[config.mk]
export PLATFORM = sky130hd
export DESIGN_NAME = isoch_rx_header_check
export DESIGN_NICKNAME = d
export VERILOG_FILES = /design/src/verilog/ihc_pkg.sv /design/src/verilog/ihc_chk_if.sv /design/src/verilog/isoch_rx_header_check.sv /design/src/verilog/ihc_hdr_check.sv
export SDC_FILE = /design/constraint.sdc
export NUM_CORES = 1
export LEC_CHECK = 0
export ABC_CLOCK_PERIOD_IN_PS = 2500
export BUFFER_PORTS_ARGS = -buffer_cell sky130_fd_sc_hd__clkbuf_2
export CAP_MARGIN = 20
export CORE_MARGIN = 3
export CORE_UTILIZATION = 50
export DETAILED_ROUTE_END_ITERATION = 6
export PLACE_DENSITY_LB_ADDON = 0.2
export SLEW_MARGIN = 30
export SYNTH_ARGS = -nofsm -noshare
export SYNTH_HDL_FRONTEND = slang
export SYNTH_HIERARCHICAL = 1
export SYNTH_SLANG_ARGS = --single-unit
[constraint.sdc]
create_clock -name CLK_SYS_IN -period 2.5 [get_ports CLK_SYS_IN]
set_clock_uncertainty 0.05 [all_clocks]
set_input_delay 0 -clock CLK_SYS_IN [delete_from_list [all_inputs] [get_ports CLK_SYS_IN]]
set_output_delay 0 -clock CLK_SYS_IN [all_outputs]
set_load 0.01 [all_outputs]
[src/verilog/ihc_pkg.sv]
// Purpose: Shared constants for the isochronous receive header checker
// Assumes: 32-bit classic Wishbone register bus, byte addresses
// Notes:   Offsets are byte addresses, one aligned word per register
package ihc_pkg;

  // ----------------------------------------------------------------
  // Register map
  // ----------------------------------------------------------------
  localparam int ADDR_W = 5;
  localparam logic [4:0] CFG_OFS = 5'h00;
  localparam logic [4:0] LOC_OFS = 5'h04;
  localparam logic [4:0] STAT_OFS = 5'h08;
  localparam logic [4:0] CLR_OFS = 5'h0c;
  localparam logic [4:0] IEN_OFS = 5'h10;

  // ----------------------------------------------------------------
  // Stream configuration register fields
  // ----------------------------------------------------------------
  localparam int BIT_ENABLE = 31;
  localparam int BIT_FMT_CHK = 29;
  localparam int BIT_FDF_CHK = 28;
  localparam int BIT_DBS_CHK = 27;
  localparam int BIT_FN_CHK = 26;
  localparam int BIT_QPS_CHK = 25;
  localparam int BIT_SPH_CHK = 24;
  localparam int BIT_TAG_CHK = 23;
  localparam int BIT_SYT_DBL = 22;
  localparam int BIT_NODATA_FDF = 21;
  localparam int BIT_SPH_FORCE = 20;
  localparam int BIT_SPH_VAL = 19;
  localparam int BIT_TAG_FORCE = 18;
  localparam int TAG_LSB = 16;
  localparam int BIT_SID_CHK = 15;
  localparam int SID_LSB = 9;
  localparam int PART_LSB = 6;
  localparam int CHAN_LSB = 0;
  localparam logic [31:0] CFG_WMASK = 32'hbfff_feff;
  localparam logic [31:0] CFG_RST = 32'h0000_0000;

  // ----------------------------------------------------------------
  // Local CIP settings register fields
  // ----------------------------------------------------------------
  localparam int LOC_DBS_LSB = 19;
  localparam int LOC_FN_LSB = 17;
  localparam int LOC_QPS_LSB = 14;
  localparam int LOC_FMT_LSB = 8;
  localparam int LOC_FDF_LSB = 0;
  localparam logic [31:0] LOC_WMASK = 32'h07ff_ffff;
  localparam logic [31:0] LOC_RST = 32'h0000_0000;

  // ----------------------------------------------------------------
  // Status, clear and enable layout
  // ----------------------------------------------------------------
  localparam int STAT_W = 3;
  localparam int ST_CFG_FAIL = 0;
  localparam int ST_SID_FAIL = 1;
  localparam int ST_NODATA = 2;
  localparam logic [2:0] STAT_RST = 3'h0;

  // ----------------------------------------------------------------
  // Empty packet codes
  // ----------------------------------------------------------------
  localparam logic [7:0] NODATA_FDF = 8'hff;
  localparam logic [5:0] NODATA_FMT = 6'h3f;

  typedef enum logic [1:0] {
    IHC_IDLE  = 2'b00,
    IHC_CHECK = 2'b01,
    IHC_DATA  = 2'b10,
    IHC_SKIP  = 2'b11
  } ihc_state_t;

endpackage

[src/verilog/ihc_chk_if.sv]
// Purpose: Carries settings and one header from the top to the checker
// Assumes: Single clock domain
// Notes:   Results come back registered, one cycle after hdr_stb
interface ihc_chk_if;
  logic [31:0] cfg;
  logic [31:0] loc;
  logic hdr_stb;
  logic [1:0] hdr_tag;
  logic [5:0] hdr_sid;
  logic [1:0] hdr_fn;
  logic [2:0] hdr_qps;
  logic hdr_sph;
  logic [5:0] hdr_fmt;
  logic [7:0] hdr_fdf;
  logic [7:0] hdr_dbs;
  logic done;
  logic cfg_fail;
  logic sid_fail;
  logic nodata;
  logic eff_sph;
  logic [1:0] eff_tag;

  modport top (
    output cfg, loc, hdr_stb, hdr_tag, hdr_sid, hdr_fn, hdr_qps, hdr_sph,
    output hdr_fmt, hdr_fdf, hdr_dbs,
    input done, cfg_fail, sid_fail, nodata, eff_sph, eff_tag
  );
  modport chk (
    input cfg, loc, hdr_stb, hdr_tag, hdr_sid, hdr_fn, hdr_qps, hdr_sph,
    input hdr_fmt, hdr_fdf, hdr_dbs,
    output done, cfg_fail, sid_fail, nodata, eff_sph, eff_tag
  );
endinterface

[src/verilog/isoch_rx_header_check.sv]
// Purpose: Configuration and header checking of one isochronous receive channel
// Assumes: Link receive path on the same clock, one header beat then data beats
// Notes:   Registers over classic Wishbone; one level interrupt output
//
// Summary of operation
// With FN check on, differing incoming FN raises configuration fail.
// With QPS check on, differing incoming QPS raises configuration fail.
// With SPH check on, differing incoming SPH raises configuration fail.
// With TAG check on, differing packet TAG raises configuration fail.
// Interval doubling counts data blocks at twice the announced size.
// Software must force size and FDF for interval 16 before doubling.
// Empty packets are found by FDF when selected, else by FMT.
// Forced SPH replaces the SPH carried in received CIP headers.
// Forced TAG replaces the TAG carried in isochronous packet headers.
// With source check on, differing source ID raises source ID fail.
// The reserved configuration bits 30 and 8 always read as zero.
// The partition field selects which Media FIFO partition is written.
// Only packets on the programmed channel number are taken.
// Nothing is processed while the receive enable bit is clear.
// FMT, FDF and DBS checks likewise raise configuration fail.
// Mismatch indications stay sticky until software clears them.
// Header checks finish once per packet before its data is written.
module isoch_rx_header_check (
  // Clock and reset
  input wire logic CLK_SYS_IN,
  input wire logic RESETN_IN,
  // Wishbone slave
  input wire logic WB_CYC_IN,
  input wire logic WB_STB_IN,
  input wire logic WB_WE_IN,
  input wire logic [ihc_pkg::ADDR_W-1:0] WB_ADR_IN,
  input wire logic [3:0] WB_SEL_IN,
  input wire logic [31:0] WB_DAT_IN,
  output logic [31:0] WB_DAT_OUT,
  output logic WB_ACK_OUT,
  // Received header
  input wire logic HDR_VALID_IN,
  output logic HDR_READY_OUT,
  input wire logic [5:0] HDR_CHAN_IN,
  input wire logic [1:0] HDR_TAG_IN,
  input wire logic [5:0] HDR_SID_IN,
  input wire logic [1:0] HDR_FN_IN,
  input wire logic [2:0] HDR_QPS_IN,
  input wire logic HDR_SPH_IN,
  input wire logic [5:0] HDR_FMT_IN,
  input wire logic [7:0] HDR_FDF_IN,
  input wire logic [7:0] HDR_DBS_IN,
  // Received data quadlets
  input wire logic DQ_VALID_IN,
  output logic DQ_READY_OUT,
  input wire logic [31:0] DQ_DATA_IN,
  input wire logic DQ_LAST_IN,
  // Media FIFO write side
  output logic MF_WR_OUT,
  output logic [31:0] MF_DATA_OUT,
  output logic [1:0] MF_PART_OUT,
  output logic MF_BLK_END_OUT,
  // Stream attributes towards the router
  output logic RX_SPH_OUT,
  output logic [1:0] RX_TAG_OUT,
  output logic [8:0] RX_DB_SIZE_OUT,
  // Interrupt
  output logic IRQ_OUT
);

  ihc_chk_if chk_if ();

  logic [31:0] cfg_reg, cfg_next;
  logic [31:0] loc_reg, loc_next;
  logic [ihc_pkg::STAT_W-1:0] stat_reg, stat_next;
  logic [ihc_pkg::STAT_W-1:0] ien_reg, ien_next;
  logic ack_reg, ack_next;
  logic [31:0] rdat_reg, rdat_next;
  logic irq_reg, irq_next;
  ihc_pkg::ihc_state_t state_reg, state_next;
  logic [8:0] db_size_reg, db_size_next;
  logic [8:0] db_cnt_reg, db_cnt_next;
  logic mf_wr_reg, mf_wr_next;
  logic [31:0] mf_data_reg, mf_data_next;
  logic [1:0] mf_part_reg, mf_part_next;
  logic mf_end_reg, mf_end_next;
  logic sph_reg, sph_next;
  logic [1:0] tag_reg, tag_next;
  logic bus_req;
  logic hdr_take;

  // ----------------------------------------------------------------
  // Header checker
  // ----------------------------------------------------------------
  assign hdr_take = HDR_VALID_IN && (state_reg == ihc_pkg::IHC_IDLE);
  assign chk_if.cfg = cfg_reg;
  assign chk_if.loc = loc_reg;
  assign chk_if.hdr_stb = hdr_take && cfg_reg[ihc_pkg::BIT_ENABLE] &&
                          (HDR_CHAN_IN == cfg_reg[ihc_pkg::CHAN_LSB +: 6]);
  assign chk_if.hdr_tag = HDR_TAG_IN;
  assign chk_if.hdr_sid = HDR_SID_IN;
  assign chk_if.hdr_fn = HDR_FN_IN;
  assign chk_if.hdr_qps = HDR_QPS_IN;
  assign chk_if.hdr_sph = HDR_SPH_IN;
  assign chk_if.hdr_fmt = HDR_FMT_IN;
  assign chk_if.hdr_fdf = HDR_FDF_IN;
  assign chk_if.hdr_dbs = HDR_DBS_IN;

  ihc_hdr_check u_check (
    .clk_in(CLK_SYS_IN),
    .resetn_in(RESETN_IN),
    .chk(chk_if.chk)
  );

  // ----------------------------------------------------------------
  // Register bus
  // ----------------------------------------------------------------
  assign bus_req = WB_CYC_IN && WB_STB_IN && !ack_reg;

  always_comb begin
    logic [31:0] bmask;
    logic [ihc_pkg::STAT_W-1:0] ev;
    logic [ihc_pkg::STAT_W-1:0] clr;
    bmask = {{8{WB_SEL_IN[3]}}, {8{WB_SEL_IN[2]}}, {8{WB_SEL_IN[1]}}, {8{WB_SEL_IN[0]}}};
    ev = '0;
    clr = '0;
    cfg_next = cfg_reg;
    loc_next = loc_reg;
    ien_next = ien_reg;
    ack_next = bus_req;
    rdat_next = rdat_reg;
    if (bus_req && WB_WE_IN) begin
      unique case (WB_ADR_IN)
        ihc_pkg::CFG_OFS:
          cfg_next = (cfg_reg & ~(bmask & ihc_pkg::CFG_WMASK)) |
                     (WB_DAT_IN & bmask & ihc_pkg::CFG_WMASK);
        ihc_pkg::LOC_OFS:
          loc_next = (loc_reg & ~(bmask & ihc_pkg::LOC_WMASK)) |
                     (WB_DAT_IN & bmask & ihc_pkg::LOC_WMASK);
        ihc_pkg::CLR_OFS:
          clr = WB_DAT_IN[ihc_pkg::STAT_W-1:0] & bmask[ihc_pkg::STAT_W-1:0];
        ihc_pkg::IEN_OFS:
          ien_next = (ien_reg & ~bmask[ihc_pkg::STAT_W-1:0]) |
                     (WB_DAT_IN[ihc_pkg::STAT_W-1:0] & bmask[ihc_pkg::STAT_W-1:0]);
        default: ;
      endcase
    end
    if (bus_req && !WB_WE_IN) begin
      unique case (WB_ADR_IN)
        ihc_pkg::CFG_OFS: rdat_next = cfg_reg & ihc_pkg::CFG_WMASK;
        ihc_pkg::LOC_OFS: rdat_next = loc_reg & ihc_pkg::LOC_WMASK;
        ihc_pkg::STAT_OFS: rdat_next = {{(32-ihc_pkg::STAT_W){1'b0}}, stat_reg};
        ihc_pkg::IEN_OFS: rdat_next = {{(32-ihc_pkg::STAT_W){1'b0}}, ien_reg};
        default: rdat_next = 32'h0000_0000;
      endcase
    end
    if (chk_if.done) begin
      ev[ihc_pkg::ST_CFG_FAIL] = chk_if.cfg_fail;
      ev[ihc_pkg::ST_SID_FAIL] = chk_if.sid_fail;
      ev[ihc_pkg::ST_NODATA] = chk_if.nodata;
    end
    stat_next = (stat_reg & ~clr) | ev;
    irq_next = |(stat_next & ien_next);
  end

  always_ff @(posedge CLK_SYS_IN or negedge RESETN_IN) begin
    if (!RESETN_IN) begin
      cfg_reg <= ihc_pkg::CFG_RST;
      loc_reg <= ihc_pkg::LOC_RST;
      stat_reg <= ihc_pkg::STAT_RST;
      ien_reg <= ihc_pkg::STAT_RST;
      ack_reg <= 1'b0;
      rdat_reg <= 32'h0000_0000;
      irq_reg <= 1'b0;
    end else begin
      cfg_reg <= cfg_next;
      loc_reg <= loc_next;
      stat_reg <= stat_next;
      ien_reg <= ien_next;
      ack_reg <= ack_next;
      rdat_reg <= rdat_next;
      irq_reg <= irq_next;
    end
  end

  // ----------------------------------------------------------------
  // Packet sequencing and data block counting
  // ----------------------------------------------------------------
  always_comb begin
    logic blk_end;
    blk_end = 1'b0;
    state_next = state_reg;
    db_size_next = db_size_reg;
    db_cnt_next = db_cnt_reg;
    mf_wr_next = 1'b0;
    mf_data_next = mf_data_reg;
    mf_part_next = mf_part_reg;
    mf_end_next = 1'b0;
    sph_next = sph_reg;
    tag_next = tag_reg;
    unique case (state_reg)
      ihc_pkg::IHC_IDLE: begin
        if (HDR_VALID_IN) begin
          if (chk_if.hdr_stb) begin
            state_next = ihc_pkg::IHC_CHECK;
            if (cfg_reg[ihc_pkg::BIT_SYT_DBL]) begin
              db_size_next = {HDR_DBS_IN, 1'b0};
            end else begin
              db_size_next = {1'b0, HDR_DBS_IN};
            end
          end else begin
            state_next = ihc_pkg::IHC_SKIP;
          end
        end
      end
      ihc_pkg::IHC_CHECK: begin
        sph_next = chk_if.eff_sph;
        tag_next = chk_if.eff_tag;
        mf_part_next = cfg_reg[ihc_pkg::PART_LSB +: 2];
        db_cnt_next = 9'h000;
        state_next = chk_if.nodata ? ihc_pkg::IHC_SKIP : ihc_pkg::IHC_DATA;
      end
      ihc_pkg::IHC_DATA: begin
        if (DQ_VALID_IN) begin
          blk_end = (db_size_reg != 9'h000) && (db_cnt_reg == db_size_reg - 9'h001);
          mf_wr_next = 1'b1;
          mf_data_next = DQ_DATA_IN;
          mf_end_next = blk_end;
          db_cnt_next = blk_end ? 9'h000 : db_cnt_reg + 9'h001;
          if (DQ_LAST_IN) begin
            state_next = ihc_pkg::IHC_IDLE;
          end
        end
      end
      ihc_pkg::IHC_SKIP: begin
        if (DQ_VALID_IN && DQ_LAST_IN) begin
          state_next = ihc_pkg::IHC_IDLE;
        end
      end
    endcase
  end

  always_ff @(posedge CLK_SYS_IN or negedge RESETN_IN) begin
    if (!RESETN_IN) begin
      state_reg <= ihc_pkg::IHC_IDLE;
      db_size_reg <= 9'h000;
      db_cnt_reg <= 9'h000;
      mf_wr_reg <= 1'b0;
      mf_data_reg <= 32'h0000_0000;
      mf_part_reg <= 2'h0;
      mf_end_reg <= 1'b0;
      sph_reg <= 1'b0;
      tag_reg <= 2'h0;
    end else begin
      state_reg <= state_next;
      db_size_reg <= db_size_next;
      db_cnt_reg <= db_cnt_next;
      mf_wr_reg <= mf_wr_next;
      mf_data_reg <= mf_data_next;
      mf_part_reg <= mf_part_next;
      mf_end_reg <= mf_end_next;
      sph_reg <= sph_next;
      tag_reg <= tag_next;
    end
  end

  // ----------------------------------------------------------------
  // Outputs
  // ----------------------------------------------------------------
  assign HDR_READY_OUT = (state_reg == ihc_pkg::IHC_IDLE);
  assign DQ_READY_OUT = (state_reg == ihc_pkg::IHC_DATA) || (state_reg == ihc_pkg::IHC_SKIP);
  assign WB_ACK_OUT = ack_reg;
  assign WB_DAT_OUT = rdat_reg;
  assign MF_WR_OUT = mf_wr_reg;
  assign MF_DATA_OUT = mf_data_reg;
  assign MF_PART_OUT = mf_part_reg;
  assign MF_BLK_END_OUT = mf_end_reg;
  assign RX_SPH_OUT = sph_reg;
  assign RX_TAG_OUT = tag_reg;
  assign RX_DB_SIZE_OUT = db_size_reg;
  assign IRQ_OUT = irq_reg;

endmodule

[src/verilog/ihc_hdr_check.sv]
// Purpose: Compares one received header against the local settings
// Assumes: Header fields are stable in the hdr_stb cycle
// Notes:   All results are registered and valid with done
module ihc_hdr_check (
  // Clock and reset
  input wire logic clk_in,
  input wire logic resetn_in,
  // Settings and header
  ihc_chk_if.chk chk
);

  logic done_reg, done_next;
  logic cfg_fail_reg, cfg_fail_next;
  logic sid_fail_reg, sid_fail_next;
  logic nodata_reg, nodata_next;
  logic eff_sph_reg, eff_sph_next;
  logic [1:0] eff_tag_reg, eff_tag_next;

  // ----------------------------------------------------------------
  // Comparison
  // ----------------------------------------------------------------
  always_comb begin
    logic [31:0] c;
    logic [31:0] l;
    logic miss;
    c = chk.cfg;
    l = chk.loc;
    miss = 1'b0;
    done_next = chk.hdr_stb;
    cfg_fail_next = cfg_fail_reg;
    sid_fail_next = sid_fail_reg;
    nodata_next = nodata_reg;
    eff_sph_next = eff_sph_reg;
    eff_tag_next = eff_tag_reg;
    if (chk.hdr_stb) begin
      if (c[ihc_pkg::BIT_FN_CHK] && chk.hdr_fn != l[ihc_pkg::LOC_FN_LSB +: 2]) begin
        miss = 1'b1;
      end
      if (c[ihc_pkg::BIT_QPS_CHK] && chk.hdr_qps != l[ihc_pkg::LOC_QPS_LSB +: 3]) begin
        miss = 1'b1;
      end
      if (c[ihc_pkg::BIT_SPH_CHK] && chk.hdr_sph != c[ihc_pkg::BIT_SPH_VAL]) begin
        miss = 1'b1;
      end
      if (c[ihc_pkg::BIT_TAG_CHK] && chk.hdr_tag != c[ihc_pkg::TAG_LSB +: 2]) begin
        miss = 1'b1;
      end
      if (c[ihc_pkg::BIT_FMT_CHK] && chk.hdr_fmt != l[ihc_pkg::LOC_FMT_LSB +: 6]) begin
        miss = 1'b1;
      end
      if (c[ihc_pkg::BIT_FDF_CHK] && chk.hdr_fdf != l[ihc_pkg::LOC_FDF_LSB +: 8]) begin
        miss = 1'b1;
      end
      if (c[ihc_pkg::BIT_DBS_CHK] && chk.hdr_dbs != l[ihc_pkg::LOC_DBS_LSB +: 8]) begin
        miss = 1'b1;
      end
      cfg_fail_next = miss;
      sid_fail_next = c[ihc_pkg::BIT_SID_CHK] &&
                      (chk.hdr_sid != c[ihc_pkg::SID_LSB +: 6]);
      if (c[ihc_pkg::BIT_NODATA_FDF]) begin
        nodata_next = (chk.hdr_fdf == ihc_pkg::NODATA_FDF);
      end else begin
        nodata_next = (chk.hdr_fmt == ihc_pkg::NODATA_FMT);
      end
      eff_sph_next = c[ihc_pkg::BIT_SPH_FORCE] ? c[ihc_pkg::BIT_SPH_VAL] : chk.hdr_sph;
      eff_tag_next = c[ihc_pkg::BIT_TAG_FORCE] ? c[ihc_pkg::TAG_LSB +: 2] : chk.hdr_tag;
    end
  end

  always_ff @(posedge clk_in or negedge resetn_in) begin
    if (!resetn_in) begin
      done_reg <= 1'b0;
      cfg_fail_reg <= 1'b0;
      sid_fail_reg <= 1'b0;
      nodata_reg <= 1'b0;
      eff_sph_reg <= 1'b0;
      eff_tag_reg <= 2'h0;
    end else begin
      done_reg <= done_next;
      cfg_fail_reg <= cfg_fail_next;
      sid_fail_reg <= sid_fail_next;
      nodata_reg <= nodata_next;
      eff_sph_reg <= eff_sph_next;
      eff_tag_reg <= eff_tag_next;
    end
  end

  assign chk.done = done_reg;
  assign chk.cfg_fail = cfg_fail_reg;
  assign chk.sid_fail = sid_fail_reg;
  assign chk.nodata = nodata_reg;
  assign chk.eff_sph = eff_sph_reg;
  assign chk.eff_tag = eff_tag_reg;

endmodule

==> impl_results.md <==
- Mux share of post-synthesis cell area: 0.126
- Via count: approximately 6,300
- Grt total ovfl: 0
- Synth Cell Area: between 7000 and 8000 µm²
- Sink Count: 162
- Final ANT Viol Nets: 0
- Ys Warns: 6
- Max-slew headroom: 0.572
- Final setup fails: 0
- Netlist cell types: 62
- R2r endpoint: db_cnt_reg[7]
- Fin area: 10,300 µm²
- DRC violations left: 0
- Sequential share of the synthesized area: 0.543
- Main combinational cell family by area after synthesis: simple AND/OR/NAND/NOR gates
- Worst reg-to-reg setup slack: 0.10 ns
- Status: finished, final reports clean
- Area share of the largest cell type after synthesis: 0.543
- Mean Syn Cell Area: approximately 11 µm²
- Hold depth: 3
- Placed cell count: around 1,000
- Final period util: 0.958
- FF-to-FF path depth: 8
- IR drop worst, VDD: between 0.5 and 0.6 mV
- Setup TNS: 0 ns
- Worst slew pin tran: around 0.64 ns
- Area Overhead vs Synth: 37.5%
- CP endpoint kind: register
- I/O pin cnt: about 210
- Post-synth top flop: dfrtp_1
- Worst hold path type: in2reg
- Syn nets: around 800
- Worst R2R Start: RX_DB_SIZE_OUT[1]
- Drt first-iter violations: about 270
- Yosys top cell by area: dfrtp_1
- EDFF count, synth: 0
- Synthesized-area fraction occupied by adder cells: 0.00620
- Final hold violations: 0
- Register cell area after layout: 4060 µm²
- Leak: a little over 0.005 µW
- Hold Path Origin: WB_SEL_IN[3]
- Routed len/inst: between 15 and 20 µm
- Syn Inst Count: roughly 680
- Vias in the first global route: around 6,500
- Simple-gate share of the synthesized area: 0.143
- Total of max-cap violations: 0
- Placed inst area: between 8000 and 9000 µm²
- Top cells by area, synth: dfrtp_1 (54%), mux2_2 (11%), nand2_1 (7.5%)
- Layout cells sized above 1: 0.343
- Clock tree from TritonCTS: yes
- Via/cell ratio: between 5 and 6
- Max Buffers Root-to-Sink: 2
- Clock Latency Late Sink: around 0.4 ns
- Initial antenna violation count: 0
- Slew Viols, Final: 0
- Final nets: ~1,100
- Dpl hpwl: 14,800 µm
- Setup crit start kind: register
- CP Class: reg2reg
- Core area: around 15,000 µm²
- Post-Layout Cell Count: between 1,000 and 1,500
- PD cells: 746 nW/µm²
- Die area: about 16,000 µm²
- Peak Freq: between 0.4 and 0.5 GHz
- CP Data Required Time: roughly 2.8 ns
- CTS Buf Count: 17
- Area of the multi-input gates: roughly 3300 µm²
- First-pass GRT wire length: 33,800 µm
- Xor-xnor portion of the synthesized cell area: 0.0610
- Synth Register Bits: about 160
- Worst hold slack: ~0.078 ns
- Num rows: 44
- Clk slew on worst S/H paths: about 0.07 ns
- CP arrival: 2.64 ns
- Ant. Diodes: 0
- Initial Util: 0.512
- Largest net degree at the start of global routing: 66
- GP Congestion: between 0.8 and 0.9
- WL final: 21,400 µm
- Synth Area in Compound Gates: 0.0977
- Crit path max fanout: 6
- Core Util, Final: 0.704
- Root Driver: clkbuf_16
- Total GRT Usage: 0.261
- DIE HEIGHT: 128 µm
- H-tree depth: 4
- Port buffer count: a little over 200
- Clock period minus worst slack: approximately 2.4 ns
- Initial DRT Pass Iterations: 4
- Ys async rst share: 1.00
- FILL cells: around 1,000
- Chip width: around 130 µm
-- cells in the mapped netlist, types with 2 or more instances --
library cell	n
a22oi_1	25
inv_1	9
nand3_1	4
a221oi_1	3
nand4_1	9
and3_2	2
dfrtp_1	162
mux2_1	8
and2_1	4
a21boi_0	2
and3_1	6
and3b_1	2
nor2_1	19
a21o_1	2
xnor2_1	35
buf_2	9
nor4_1	3
and4_1	2
mux2_2	70
nand2_1	149
a21oi_1	12
mux2i_1	6
xor2_1	17
nor3_1	4
nand2b_1	6
buf_4	2
clkbuf_1	18
ha_1	2
o21ai_1	30
a41oi_1	2
o31ai_1	3
o21ai_0	5
a22o_1	13
nor2b_1	4
-- layer usage --
| layer | up-vias | share of wire | track usage |
|---|---|---|---|
| met2 | 260 | 0.49 | 0.437 |
| met4 | 0 | 0.021 | 0.0818 |
| li1 | 2956 | - | - |
| met5 | - | 0 | 0 |
| met1 | 3050 | 0.42 | 0.337 |
| met3 | 38 | 0.075 | 0.0621 |
-- final cells by class --
class | count | area share
clock inverter | 12 | 0.0200
clock buffer | 20 | 0.0435
multi-input combinational | 476 | 0.320
inverter | 10 | 0.00390
sequential | 162 | 0.395
tap | 184 | 0.0224
timing repair buffer | 304 | 0.195
-- worst max-delay path by stage --
stage / startpoint / endpoint / slack (ns) / depth (start not counted)
after floorplan: RX_DB_SIZE_OUT[0] / db_cnt_reg[7] / 0.30 / 9
after global placement: state_reg[0] / u_check/chk.cfg_fail / 0.21 / 6
after detailed placement: RX_DB_SIZE_OUT[0] / db_cnt_reg[7] / 0.15 / 9
after CTS: RX_DB_SIZE_OUT[0] / db_cnt_reg[7] / 0.12 / 9
after global routing: RX_DB_SIZE_OUT[1] / db_cnt_reg[8] / -0.03 / 9
final: RX_DB_SIZE_OUT[1] / db_cnt_reg[7] / 0.10 / 8
-- stage by stage --
step           setup slack (ns)  power [µW]
2_1_floorplan             0.298        4040
3_3_place_gp              0.209        4630
3_5_place_dp              0.148        4700
4_1_cts                   0.120        7650
5_1_grt                 -0.0324        8030
6_report                  0.104        7660
-- worst max-delay path, cell delays in order, from the launching register on --
cell	delay (ns)
dfrtp_1	0.44
inv_1	0.10
ha_2	0.34
xor2_1	0.17
o2111ai_1	0.17
nor3_2	0.46
a31oi_4	0.19
a21o_1	0.19
a22o_1	0.17
-- logic make-up after synthesis --
family | count (synthesis)
DFF | 162
buffers and inverters | 40
adders and majority gates | 4
muxes | 84
other | 1
AOI/OAI and AO/OA | 106
and+or+nand+nor | 228
xor gates and xnor gates | 52
-- report_power, final --
| part | internal, µW | switching, µW |
|---|---|---|
| sequential | 2970 | 271 |
| clock | 1810 | 1050 |
| combinational | 680 | 886 |
| total | 5450 | 2210 |
-- cells in the final DEF (no fill, tap or decap), types with 17 or more instances in the layout --
master	instances
a22oi_1	25
mux2_2	70
xnor2_1	35
nand2_1	149
dlygate4sd3_1	84
xor2_1	17
o21ai_1	30
clkbuf_16	17
dfrtp_1	161
nor2_1	18
clkbuf_2	203
-- repair_timing --
item                                    CTS  global route
setup buffers                             0             2
endpoints found under the hold margin   174             0
hold buffers                             84             0
endpoints found under the setup margin    0             7
gates resized for setup                   0             5
Note: power is estimated with default switching activity, not from simulation.
